### src/slice_cmd_params.svh
`ifndef SLICE_CMD_PARAMS_SVH
`define SLICE_CMD_PARAMS_SVH
// ----------------------------------------
// command header encodings
// ----------------------------------------
`define CMD_TYPE_VIDEO 3'h3
`define CMD_PIPE_DEC 2'h2
`define CMD_OPC_AVC 3'h4
`define SUB_BASE 8'h04
`define SUB_PIC 8'h00
`define SUB_QM 8'h01
`define SUB_SLICE 8'h02
`define SUB_BUF 8'h03
`define SUB_OBJ 8'h08
`define BASE_LEN 16'h0001
// ----------------------------------------
// address layout
// ----------------------------------------
`define ADDR_LSB 12
`define PAGE_W 20
`define RSVD_ZERO 12'h000
`define PAGE_ZERO 20'h00000
// ----------------------------------------
// body word positions and buffer
// ----------------------------------------
`define DW_ONE 17'h00001
`define DW_TWO 17'h00002
`define BUF_FULL 2'h2
`endif

### src/slice_cmd_pkg.sv
package slice_cmd_pkg;
    typedef struct packed {
        logic [2:0] cmd_type;
        logic [1:0] pipe;
        logic [2:0] opcode;
        logic [7:0] sub_opcode;
        logic [15:0] length;
    } cmd_hdr_s;

    typedef enum logic [2:0] {
        KIND_BASE, KIND_PIC, KIND_QM, KIND_SLICE, KIND_BUF, KIND_OBJ, KIND_NONE
    } cmd_kind_e;

    typedef struct packed {
        cmd_kind_e kind;
        logic [31:0] data;
    } state_word_s;
endpackage : slice_cmd_pkg

### src/slice_cmd_sequencer.sv
// Contract
// - usable after reset without init command
// - repeated state command: last arrival applies
// - flush per slice; parser stalls until done
// - base header type, pipe, opcode, sub-opcode fixed
// - base length field 0001h, three dwords
// - base in dword1 31:12, low zero
// - start address offset by stored base
// - fetch at or above bound returns zero
// - zero bound disables range check
// - bound ignored without indirect data
// - state persists until reprogram or reset
// - state commands whole dwords, sizes vary
// - hardware reset clears pipeline at once
`include "slice_cmd_params.svh"
module slice_cmd_sequencer (
    // clock and reset
    input wire logic clk_sys,
    input wire logic rst_n,
    input wire logic hw_reset,
    // command dword stream
    input wire logic cmd_valid,
    input wire logic [31:0] cmd_data,
    output logic cmd_ready,
    // state words to the decoder
    output logic st_valid,
    output slice_cmd_pkg::state_word_s st_word,
    // slice launch and completion
    output logic slice_start,
    output logic [31:0] fetch_addr,
    output logic [31:0] fetch_len,
    output logic fetch_indirect,
    output logic busy,
    input wire logic slice_done,
    // indirect data return
    input wire logic rd_valid,
    input wire logic [31:0] rd_addr,
    input wire logic [31:0] rd_data,
    output logic out_valid,
    output logic [31:0] out_data,
    // configuration and status
    output logic [19:0] indirect_base,
    output logic [19:0] upper_bound,
    output logic seq_error,
    output logic hdr_error
);
    import slice_cmd_pkg::*;
    typedef enum logic [1:0] {ST_HDR, ST_BODY, ST_WAIT} parse_e;
    parse_e state;
    cmd_kind_e cur_kind;
    cmd_kind_e last_state;
    logic clr;
    logic [31:0] mem [0:1];
    logic wr_ptr;
    logic rd_ptr;
    logic [1:0] count;
    logic [1:0] next_count;
    logic push;
    logic pop;
    logic [31:0] word;
    cmd_hdr_s hdr;
    cmd_kind_e hdr_kind;
    logic [16:0] remain;
    logic [16:0] dw_idx;
    logic [19:0] new_base;
    logic [31:0] obj_len;
    logic [31:0] obj_start;
    logic base_seen;
    logic pic_seen;
    function automatic cmd_kind_e decode(input cmd_hdr_s h);
        decode = KIND_NONE;
        if (h.cmd_type == `CMD_TYPE_VIDEO && h.pipe == `CMD_PIPE_DEC && h.opcode == `CMD_OPC_AVC) begin
            unique case (h.sub_opcode)
                `SUB_BASE: decode = KIND_BASE;
                `SUB_PIC: decode = KIND_PIC;
                `SUB_QM: decode = KIND_QM;
                `SUB_SLICE: decode = KIND_SLICE;
                `SUB_BUF: decode = KIND_BUF;
                `SUB_OBJ: decode = KIND_OBJ;
                default: decode = KIND_NONE;
            endcase
        end
    endfunction : decode

    assign clr = !rst_n || hw_reset;
    assign word = mem[rd_ptr];
    assign hdr = word;
    assign hdr_kind = decode(hdr);
    assign push = cmd_valid && cmd_ready;
    assign pop = (count != 2'h0) && (state != ST_WAIT);
    assign next_count = count + {1'b0, push} - {1'b0, pop};

    // ----------------------------------------
    // two-entry command buffer
    // ----------------------------------------
    always_ff @(posedge clk_sys) begin
        if (clr) begin
            count <= 2'h0;
            wr_ptr <= 1'b0;
            rd_ptr <= 1'b0;
            cmd_ready <= 1'b0;
        end else begin
            count <= next_count;
            cmd_ready <= next_count < `BUF_FULL;
            if (push) begin
                wr_ptr <= !wr_ptr;
            end
            if (pop) begin
                rd_ptr <= !rd_ptr;
            end
        end
    end

    always_ff @(posedge clk_sys) begin
        if (push) begin
            mem[wr_ptr] <= cmd_data;
        end
    end

    // ----------------------------------------
    // command parser
    // ----------------------------------------
    always_ff @(posedge clk_sys) begin
        if (clr) begin
            state <= ST_HDR;
            cur_kind <= KIND_NONE;
            remain <= 17'h0;
            dw_idx <= 17'h0;
        end else begin
            unique case (state)
                ST_HDR: begin
                    if (pop) begin
                        cur_kind <= hdr_kind;
                        remain <= {1'b0, hdr.length} + `DW_ONE;
                        dw_idx <= `DW_ONE;
                        state <= ST_BODY;
                    end
                end
                ST_BODY: begin
                    if (pop) begin
                        dw_idx <= dw_idx + `DW_ONE;
                        remain <= remain - `DW_ONE;
                        if (remain == `DW_ONE) begin
                            state <= (cur_kind == KIND_OBJ) ? ST_WAIT : ST_HDR;
                        end
                    end
                end
                ST_WAIT: begin
                    if (slice_done) begin
                        state <= ST_HDR;
                    end
                end
            endcase
        end
    end

    // ----------------------------------------
    // indirect base and bound
    // ----------------------------------------
    always_ff @(posedge clk_sys) begin
        if (clr) begin
            indirect_base <= `PAGE_ZERO;
            upper_bound <= `PAGE_ZERO;
            new_base <= `PAGE_ZERO;
        end else if (state == ST_BODY && pop && cur_kind == KIND_BASE) begin
            if (dw_idx == `DW_ONE) begin
                new_base <= word[31:`ADDR_LSB];
            end
            if (dw_idx == `DW_TWO) begin
                indirect_base <= new_base;
                upper_bound <= word[31:`ADDR_LSB];
            end
        end
    end

    // ----------------------------------------
    // state word forwarding
    // ----------------------------------------
    always_ff @(posedge clk_sys) begin
        if (clr) begin
            st_valid <= 1'b0;
            st_word <= '0;
        end else begin
            st_valid <= state == ST_BODY && pop && cur_kind inside {KIND_PIC, KIND_QM, KIND_SLICE, KIND_BUF};
            st_word <= '{kind: cur_kind, data: word};
        end
    end

    // ----------------------------------------
    // slice launch
    // ----------------------------------------
    always_ff @(posedge clk_sys) begin
        if (clr) begin
            obj_len <= 32'h0;
            obj_start <= 32'h0;
            slice_start <= 1'b0;
            fetch_addr <= 32'h0;
            fetch_len <= 32'h0;
            fetch_indirect <= 1'b0;
            busy <= 1'b0;
        end else begin
            slice_start <= 1'b0;
            if (state == ST_BODY && pop && cur_kind == KIND_OBJ) begin
                if (dw_idx == `DW_ONE) begin
                    obj_len <= word;
                end
                if (dw_idx == `DW_TWO) begin
                    obj_start <= word;
                end
                if (remain == `DW_ONE) begin
                    slice_start <= 1'b1;
                    busy <= 1'b1;
                    fetch_len <= (dw_idx == `DW_ONE) ? word : obj_len;
                    fetch_indirect <= (dw_idx == `DW_ONE) ? (word != 32'h0) : (obj_len != 32'h0);
                    fetch_addr <= {indirect_base, `RSVD_ZERO} + ((dw_idx == `DW_TWO) ? word : obj_start);
                end
            end else if (state == ST_WAIT && slice_done) begin
                busy <= 1'b0;
            end
        end
    end

    // ----------------------------------------
    // indirect data range check
    // ----------------------------------------
    always_ff @(posedge clk_sys) begin
        if (clr) begin
            out_valid <= 1'b0;
            out_data <= 32'h0;
        end else begin
            out_valid <= rd_valid;
            if (fetch_indirect && upper_bound != `PAGE_ZERO && rd_addr[31:`ADDR_LSB] >= upper_bound) begin
                out_data <= 32'h0;
            end else begin
                out_data <= rd_data;
            end
        end
    end

    // ----------------------------------------
    // order and header checks
    // ----------------------------------------
    always_ff @(posedge clk_sys) begin
        if (clr) begin
            base_seen <= 1'b0;
            pic_seen <= 1'b0;
            last_state <= KIND_NONE;
            seq_error <= 1'b0;
            hdr_error <= 1'b0;
        end else if (state == ST_HDR && pop) begin
            unique case (hdr_kind)
                KIND_BASE: begin
                    base_seen <= 1'b1;
                    if (hdr.length != `BASE_LEN) begin
                        hdr_error <= 1'b1;
                    end
                    if (last_state != KIND_NONE) begin
                        seq_error <= 1'b1;
                    end
                end
                KIND_PIC, KIND_QM, KIND_SLICE, KIND_BUF: begin
                    last_state <= hdr_kind;
                    if (hdr_kind == KIND_PIC) begin
                        pic_seen <= 1'b1;
                    end
                    if (!base_seen) begin
                        seq_error <= 1'b1;
                    end
                    if (last_state != KIND_NONE && hdr_kind < last_state) begin
                        seq_error <= 1'b1;
                    end
                end
                KIND_OBJ: begin
                    last_state <= KIND_NONE;
                    if (!pic_seen) begin
                        seq_error <= 1'b1;
                    end
                end
                KIND_NONE: begin
                    hdr_error <= 1'b1;
                end
            endcase
        end else if (state == ST_BODY && pop && cur_kind == KIND_BASE && dw_idx == `DW_ONE) begin
            if (word[`ADDR_LSB-1:0] != `RSVD_ZERO) begin
                hdr_error <= 1'b1;
            end
        end
    end
endmodule : slice_cmd_sequencer

### config.mk
export PLATFORM = sky130hd
export DESIGN_NAME = slice_cmd_sequencer
export DESIGN_NICKNAME = d
export VERILOG_FILES = /design/src/slice_cmd_pkg.sv /design/src/slice_cmd_sequencer.sv
export VERILOG_INCLUDE_DIRS = /design/src
export SDC_FILE = /design/constraint.sdc
export NUM_CORES = 1
export LEC_CHECK = 0
export ABC_AREA = 1
export ABC_CLOCK_PERIOD_IN_PS = 4100
export BUFFER_PORTS_ARGS = -buffer_cell sky130_fd_sc_hd__buf_2
export CORE_ASPECT_RATIO = 0.6
export CORE_MARGIN = 5
export CORE_UTILIZATION = 57
export CTS_BUF_LIST = sky130_fd_sc_hd__clkbuf_16
export CTS_CLUSTER_SIZE = 8
export DETAILED_ROUTE_END_ITERATION = 10
export PLACE_DENSITY = 0.81
export RECOVER_POWER = 50
export SYNTH_ARGS = -nofsm -noshare
export SYNTH_HDL_FRONTEND = slang
export SYNTH_SLANG_ARGS = --single-unit
### constraint.sdc
create_clock -name clk_sys -period 4.1 [get_ports clk_sys]
set_input_delay 1.23 -clock clk_sys [delete_from_list [all_inputs] [get_ports clk_sys]]
set_output_delay 1.23 -clock clk_sys [all_outputs]
set_load 0.02 [all_outputs]
* Yosys cells after proc, flatten, opt, wreduce, memory -nomap -nowiden
Memory sizes are Yosys's and may differ from the RTL's. A register that Yosys moved wholly into a read port is not among the register bits.
Cells that the tools add are included.
** Word-level totals
- Flip-flop bits (word level) :: 311
- RAM bits :: 64
- Input bits :: 102
- Output and inout bits :: 179
- Logic and storage cells :: 161
- Memories :: 1
** Memory list
- mem :: words 2, bits a word 32, rd ports 1, clocked after Yosys merged registers in 1, write ports 1, RTL line slice_cmd_sequencer.sv:53 : logic [31:0] mem [0:1];
** Operators by class
- Add/subtract/negate cells :: 6
- Magnitude comparators :: 3
- Equal/unequal tests :: 37
- Muxes and demuxes :: 36
- Bitwise operators :: 1
- Reductions and logical operators :: 49
** Operators with widths (number)
- 17-bit 2-to-1 mux :: 4
- 17-bit one-hot mux with 2 select lines :: 2
- 32-bit 2-to-1 mux :: 2
- 32-bit nonzero test :: 2
- 17-bit by 1-bit == test with 1-bit output (second input constant) :: 2
- 32-bit adder :: 1
- 20-bit greater-or-equal comparator :: 1
- 20-bit nonzero test :: 1
- 3-bit == test (second input constant) :: 6
- 3-bit one-hot mux with 6 select lines :: 1
- 16-bit by 1-bit adder with 17-bit output (second input constant) :: 1
- 17-bit by 1-bit adder with 17-bit output (second input constant) :: 1
- 17-bit by 2-bit == test with 1-bit output (second input constant) :: 1
- 1-bit 2-to-1 mux :: 17
- 17-bit by 1-bit subtractor with 17-bit output (second input constant) :: 1
- 8-bit by 2-bit == test with 1-bit output (second input constant) :: 2
- 16-bit by 1-bit inequality test with 1-bit output (second input constant) :: 1
- 2-bit inequality test (second input constant) :: 8
- 3-bit by 2-bit == test with 1-bit output (second input constant) :: 5
- 1-bit logical AND :: 14
- 2-bit AND reduction :: 7
- 12-bit nonzero test :: 1
- 2-bit nonzero test :: 6
- 2-bit 2-to-1 mux :: 5
- 30 further kinds :: 40

* Depth between registers and ports, before layout
Gate-level depths: netlist (run 1).
- Word-level depth :: 8
- Mapped depth :: 22
- Gate-level depth less buffers :: 20

* Worst setup path after synthesis (run 1)
OpenSTA, ideal clock, no wires.
- Kind :: flip-flop to flip-flop
- Start :: reg dw_idx[0]
- End :: reg fetch_addr[28]
- Library setup time :: 0.116 ns
- Arrival time :: 3.056 ns
- Required time :: 3.984 ns
- Slack :: 0.927 ns
- Cell stages (with the launch flop) :: 20
- Buffers on the path :: 1
- Period minus slack after synthesis :: 3.173 ns
- Cell sequence :: dfxtp_1 -> inv_1 -> ha_1 -> inv_1 -> nor2_1 -> nand2_1 -> clkbuf_1 -> nor2_1 -> a21oi_1 -> ha_1 -> inv_1 -> fa_1 -> o21ai_0 -> a21oi_1 -> o21ai_0 -> nand3_1 -> nand3_1 -> nand3_1 -> o211ai_1 -> inv_1
** On the way
- Cells in the longest elaborated chain, start to end :: 3
** RTL lines
- start, declared :: RTL line slice_cmd_sequencer.sv:64 : logic [16:0] dw_idx;
- start signal, assigned :: RTL line slice_cmd_sequencer.sv:135 : dw_idx <= `DW_ONE;
- start signal, assigned :: RTL line slice_cmd_sequencer.sv:141 : dw_idx <= dw_idx + `DW_ONE;
- 17-bit by 2-bit == test with 1-bit output (no source line)
- 32-bit 2-to-1 mux
- 32-bit adder :: RTL line slice_cmd_sequencer.sv:215 : fetch_addr <= {indirect_base, `RSVD_ZERO} + ((dw_idx == `DW_TWO) ? word : obj_start);
- end signal, assigned :: RTL line slice_cmd_sequencer.sv:215
- end, declared :: RTL line slice_cmd_sequencer.sv:30 : output logic [31:0] fetch_addr,
No other way between the ends.
A chain may end at the register's enable or synchronous reset.

* Final worst setup path (run 1)
- Start :: in hw_reset
- End :: reg upper_bound[13]
** On the way
- Cells in the longest elaborated chain, start to end :: 1
** RTL lines
- start, declared :: RTL line slice_cmd_sequencer.sv:20 : input wire logic hw_reset,
- 1-bit logical OR :: RTL line slice_cmd_sequencer.sv:85 : assign clr = !rst_n || hw_reset;
- end signal, assigned :: RTL line slice_cmd_sequencer.sv:163 : upper_bound <= `PAGE_ZERO;
- end signal, assigned :: RTL line slice_cmd_sequencer.sv:171 : upper_bound <= word[31:`ADDR_LSB];
- end, declared :: RTL line slice_cmd_sequencer.sv:43 : output logic [19:0] upper_bound,
No other way between the ends.

==> reports/results.ini, run 1 <==
[worst_setup_path]
crit_path_max_incr_delay_ps=940
worst_setup_path_end_kind=register
critPathCapture=upper_bound[13]
path_common_cell=o21ai_0
worstPathCellList=buf_2 -> nor2_1 -> clkinvlp_2 -> clkbuf_2 -> o21ai_0 -> o21ai_0 -> inv_1
worstReg2RegEnd=fetch_addr[28]
rr_startpoint=dw_idx[13]
r2r_cells=16
path_depth=7
crit_type=in -> reg
startpoint=hw_reset
critPathMaxFanout=58
reg2reg_slack_ps=450
start_kind=input port
cp.required_ps=4600
path_buf_inv=4
slowest_stage=clkbuf_2
cp_top_family=buffers and inverters
arrival_ps=4190

[detailed_routing]
antenna_left=0
vias=15700
first_pass_iters=6
dr.first_iter.drc_count=1682
post-route-drc-count=0
routed_wl_um=50100
via_per_inst=5.52
wire_per_inst_um=17.7

[clock_network]
cts_resized=0
cts_tree=yes
clock-sinks=376
htreeDepth=2
cts_buffers=52
cts.hold.buffers_added=0
cts_buffer_depth=3
cts_setup_buffers=0
clkTransAtPathRegs_ps=50
cts_root_buffer=clkbuf_16
clk_latency_ps=570

[synth]
synth.avg_cell_area_um2=7.75
async_flop_share_pct=0
synth_top_family_by_area=simple AND/OR/NAND/NOR gates
synth-seq-cells=376
synth-compound-area-share_pct=16.4
synth-simple-area-share_pct=20.0
synthAdderAreaFrac_pct=4.14
synth_area_um2=16800
synth_nets=2322
synth-main-ff-cell=dfxtp_1
ys_seq_area_share_pct=48.7
synth_enable_flop_cells=64
muxShareOfSynthArea_pct=0
synth_xor_xnor_area_share_pct=0.939
synthDistinctLibCells=54
netlist_instances=2165
yosysWarnings=0

[min_path]
hold_class=reg -> reg

[place]
place_hpwl_um=35700
gp_congestion=0.965
place_ws_ps=459
dpl.cell_count=2761
numPortBuffers=268
dpl-instance-area_um2=18400

[pwr]
p_per_area_nw_per_um2=419
power_leakage_nw=9.06
ir_drop_v=0.000304

[layout]
n_fill_cell=2409
num_antenna_cells=0
final_area_um2=19700
nNetsFinal=2572
drive_gt1_share_pct=11.1
final_cells=2835
area_growth_pct=17.1

[floorplanning]
core.rowCount=48
die-area_um2=33100
die_w_um=232
start_util_pct=58.1
core_um2=28900
ios=281
die_h_um=143

[global_routing]
grt_antenna_before_repair=0
grt_overflow=0
grtUsageTotal_pct=29.5
grt_pass1_vias=15000
grt_max_degree=89
grt_pass1_wl_um=79000

[outcome]
outcome=complete, but fails checks
violations=capacitance limit, slew limit

[job]
drv_cap=3

[timing]
fmax_ghz=0.271
setup_viol=0
fin_ws_ps=408
grt_setup_unrepaired=false
period_share_pct=90.0
report.final.slew_viol_count=125
worstMarginPinSlew_ps=1880
fin_tns_setup_ps=0
hold_violations=0
slew_headroom_pct=-25.0
period_minus_slack_ps=3690
holdWs_ps=463
skew_ps=29.1

final cells by class:
cell class / instances / area [µm²] / area share [%]
Timing Repair Buffer: 295 / 1360 / 6.90
Inverter: 327 / 1230 / 6.25
Clock buffer: 54 / 1350 / 6.87
Clock inverter: 20 / 87.6 / 0.445
Sequential cell: 376 / 8170 / 41.6
Multi-Input combinational cell: 1363 / 6970 / 35.4
Tap cell: 400 / 500 / 2.55
stage by stage:
| step | utilization [%] | total power, W |
|---|---|---|
| global placement | 63.8 | 0.00445 |
| CTS | 68.8 | 0.00826 |
| detailed placement | 63.8 | 0.00447 |
| floorplan | - | 0.00426 |
| global route | 68.1 | 0.00850 |
| finish | 68.1 | 0.00823 |
sequential cells by signal (all words and copies together) (netlist names), 17 cells and up, named ones only:
signal and cells:
new_base 20, mem 64, fetch_len 32, obj_len 32, remain 17, st_word 35, out_data 32, indirect_base 20
dw_idx 17, obj_start 32, upper_bound 20, fetch_addr 32
worst min-delay path by stage:
stage / start / end / slack, ps / cells after the start
after floorplan: rd_ptr / register / 430 / 1
after global placement: rd_ptr / rd_ptr / 440 / 1
after detailed placement: rd_ptr / rd_ptr / 450 / 1
after CTS: rd_ptr / rd_ptr / 460 / 1
after global routing: new_base[4] / new_base[4] / 480 / 2
final: rd_ptr / register / 460 / 1
kinds of logic (layout without fill, tap and decap cells):
| group | Yosys count | after routing |
|---|---|---|
| flip-flops | 376 | 376 |
| adder cells (fa/ha/maj) | 55 | 55 |
| buffers and inverters | 426 | 696 |
| AO/OA/AOI/OAI | 499 | 499 |
| XOR/XNOR | 18 | 18 |
| AND/OR/NAND/NOR | 791 | 791 |
report_power, final:
group | internal, W | leakage [nW] | switching, W | total, W
Combinational | 0.000154 | 5.18 | 0.000411 | 0.000565
Clock | 0.00231 | 0.774 | 0.00152 | 0.00382
Sequential | 0.00382 | 3.11 | 0.0000230 | 0.00384
Total | 0.00628 | 9.06 | 0.00195 | 0.00823
metal layers:
metal	track usage, %	share of wire (%)	up-vias
met1	40.9	43	7287
met4	8.05	2.3	0
met5	0	0	-
met2	46.8	45	715
li1	-	-	7551
met3	7.11	9.6	100
cell usage after synthesis, types with 16 or more instances:
library cell,instances,area [µm²]
nand2_1,317,1190
nor2_1,286,1070
dfxtp_1,312,6250
o211ai_1,48,360
nor3_1,16,80.1
ha_1,54,676
clkbuf_1,72,270
nand4_1,28,175
inv_1,319,1200
nand3_1,91,455
edfxtp_1,64,1920
a21oi_1,190,951
o21ai_0,202,1010
cells in the final DEF (no fill, tap or decap), types with 48 or more instances in the layout:
cell       instances
inv_1            337
edfxtp_1          64
dfxtp_1          311
ha_1              54
o21ai_0          202
buf_2            133
nor2_1           286
nand2_1          316
o211ai_1          48
nand3_1           90
clkbuf_16         54
clkbuf_1         138
a21oi_1          190
(Power assumes the default switching activity.)
==> run 2, diff against run 1 <==
--- a/config.mk
+++ b/config.mk
@@ -6,16 +6,15 @@
 export SDC_FILE = /design/constraint.sdc
 export NUM_CORES = 1
 export LEC_CHECK = 0
-export ABC_AREA = 1
 export ABC_CLOCK_PERIOD_IN_PS = 4100
 export BUFFER_PORTS_ARGS = -buffer_cell sky130_fd_sc_hd__buf_2
 export CORE_ASPECT_RATIO = 0.6
 export CORE_MARGIN = 5
-export CORE_UTILIZATION = 57
+export CORE_UTILIZATION = 56
 export CTS_BUF_LIST = sky130_fd_sc_hd__clkbuf_16
 export CTS_CLUSTER_SIZE = 8
 export DETAILED_ROUTE_END_ITERATION = 10
-export PLACE_DENSITY = 0.81
+export PLACE_DENSITY = 0.8
 export RECOVER_POWER = 50
 export SYNTH_ARGS = -nofsm -noshare
 export SYNTH_HDL_FRONTEND = slang
==> reports/results.ini, run 2 <==
[place]
gp_congestion=0.913
dpl-instance-area_um2=17900
place_hpwl_um=35000
numPortBuffers=268

[floorplanning]
die-area_um2=32100
die_h_um=141
die_w_um=228
core_um2=27800
start_util_pct=57.4
ios=281
core.rowCount=47

[layout]
area_growth_pct=19.7
drive_gt1_share_pct=13.5
final_common_cell=nand2_1
nNetsFinal=2245
largest_register_ffs=64
regMostFlops=mem
most-common-layout-cells=nand2_1, dfxtp_1, nor2_1
final_area_um2=19100
top_regs=mem x64, st_word x35

[clock_network]
clk_latency_ps=570
cts_root_buffer=clkbuf_16
cts_buffer_depth=3
htreeDepth=2
cts_buffers=52
cts_tree=yes
clkTransAtPathRegs_ps=50
clock-sinks=376
cts.hold.buffers_added=0

[timing]
skew_ps=30.2
fin_tns_setup_ps=0
fmax_ghz=0.260
hold_violations=0
period_minus_slack_ps=3850
slew_headroom_pct=-59.0
worstMarginPinSlew_ps=2390
grt_setup_unrepaired=true
period_share_pct=93.9
setup_viol=0
report.final.slew_viol_count=105

[synth]
synth_top_cells_by_count=nand2_1, dfxtp_1, nor2_1
synth_enable_flop_cells=64
yosys.area.top_type=dfxtp_1
synth-main-ff-cell=dfxtp_1
synth_area_um2=16000
synth.avg_cell_area_um2=8.83
yosysMostFrequentCell=nand2_1
async_flop_share_pct=0
yosysWarnings=0
yosysTopAreaCellShare_pct=39.1
synth-seq-cells=376
synthDistinctLibCells=75
netlist_instances=1810
synth_nets=1967
synth_area_leaders=dfxtp_1, edfxtp_1, nand2_1
ys_seq_area_share_pct=51.1

[pwr]
swShare_pct=23.4
power_leakage_nw=7.13
p_seq_share_pct=46.8
p_per_area_nw_per_um2=430
clkPwrFrac_pct=46.7
ir_drop_v=0.000416
p_comb_share_pct=6.6
intPower_w=0.00629
netSwitchingPower_w=0.00192

[worst_setup_path]
critPathMaxFanout=63
arrival_ps=4260
start_kind=input port
path_buf_inv=2
cp_top_family=simple AND/OR/NAND/NOR gates
crit_type=in -> reg
worst_setup_path_end_kind=register
worstPathCellList=clkbuf_1 -> nand2b_1 -> clkbuf_4 -> a211oi_1
cp.required_ps=4510
crit_path_max_incr_delay_ps=1760
slowest_stage=nand2b_1

[detailed_routing]
antenna_left=0
dr.first_iter.drc_count=1536
first_pass_iters=5
post-route-drc-count=0
via_per_inst=5.87
vias=14500
wire_per_inst_um=20.0
routed_wl_um=49500

[min_path]
hold_class=reg -> reg

[outcome]
outcome=complete, but fails checks
violations=capacitance limit, slew limit

[global_routing]
grtUsageTotal_pct=29.9
grt_pass1_wl_um=77800
grt_overflow=0
grt_max_degree=69
grt_pass1_vias=14100
grt_antenna_before_repair=1

[job]
drv_cap=3

-- run 2: cell count changes in the layout (fill, tap and decap cells not counted), sizes merged, moves of 32 or more --
| cell | delta |
|---|---|
| a211oi | +71 |
| mux2i | +32 |
| nor2 | -99 |
| nand3 | -50 |
| o21ai | -97 |
| a21oi | -38 |
| o211ai | -42 |
| inv | -270 |
| buf | +34 |
-- run 2: cell type report --
class / instances / area [µm²]
fillers: 2230 / 8690
flip-flops and latches: 376 / 8170
multi-input cells: 1274 / 7180
repair buffers: 329 / 1670
clock buffers: 54 / 1350
well taps: 367 / 459
inverters: 55 / 206
clock inverters: 19 / 83.8
diodes: 1 / 2.50
-- run 2: timing repair --
action / in CTS / in global routing
buffers inserted: 0 / 1
resized for setup: 0 / 13
endpoints found under the setup margin: 0 / 7
-- run 2: cell families after synthesis --
kind of cell / after synthesis / share of synthesized area, %
compound gates: 419 / 15.6
xor+xnor: 42 / 2.30
fa+ha+maj: 55 / 4.35
buf+inv: 160 / 4.23
flops: 376 / 51.1
mux: 33 / 2.29
simple gates: 725 / 20.1
-- run 2: final timing paths --
kind | from | endpoint | slack, ps | cells after the start
setup / recovery | hw_reset | obj_len[16] | 250 | 4
hold / removal | new_base[18] | indirect_base[18] | 450 | 2
setup reg to reg | dw_idx[8] | fetch_addr[31] | 250 | 17
hold reg to reg | new_base[18] | indirect_base[18] | 450 | 2
-- run 2: power by group through the flow --
stage	clock network, W	registers, W	logic [W]
2_1_floorplan	0	0.00394	0.000279
3_5_place_dp	0	0.00391	0.000539
6_report	0.00383	0.00384	0.000539
5_1_grt	0.00406	0.00384	0.000581
3_3_place_gp	0	0.00391	0.000525
4_1_cts	0.00387	0.00384	0.000543
-- run 2: worst reg2reg max path, delay by kind of cell (launching register included) --
family,cells,cell delay (ps)
AOI/OAI and AO/OA,8,1500
and+or+nand+nor,5,950
buffers and inverters,2,430
DFF,1,340
adders and majority gates,1,340
xor gates and xnor gates,1,190
-- run 2: stage by stage --
| stage | worst slack, ps | cells | hold slack, ps | util, % | power [W] |
|---|---|---|---|---|---|
| 4_1_cts | 59.0 | 2473 | 448 | 69.4 | 0.00826 |
| 5_1_grt | -32.8 | 2474 | 469 | 68.8 | 0.00848 |
| 2_1_floorplan | 352 | 1810 | 432 | - | 0.00422 |
| 3_5_place_dp | 90.8 | 2400 | 442 | 64.3 | 0.00445 |
| 3_3_place_gp | 232 | 2400 | 435 | 64.3 | 0.00444 |
| 6_report | 250 | 2475 | 449 | 68.8 | 0.00822 |
-- run 2: routing by layer --
layer  track usage (%)  share of wire (%)  up-vias
met4              8.81                2.5        2
met5                 0              0.026        -
li1                  -                  -     6822
met1              40.5                 42     6841
met2              46.1                 44      770
met3              9.91                 12      102
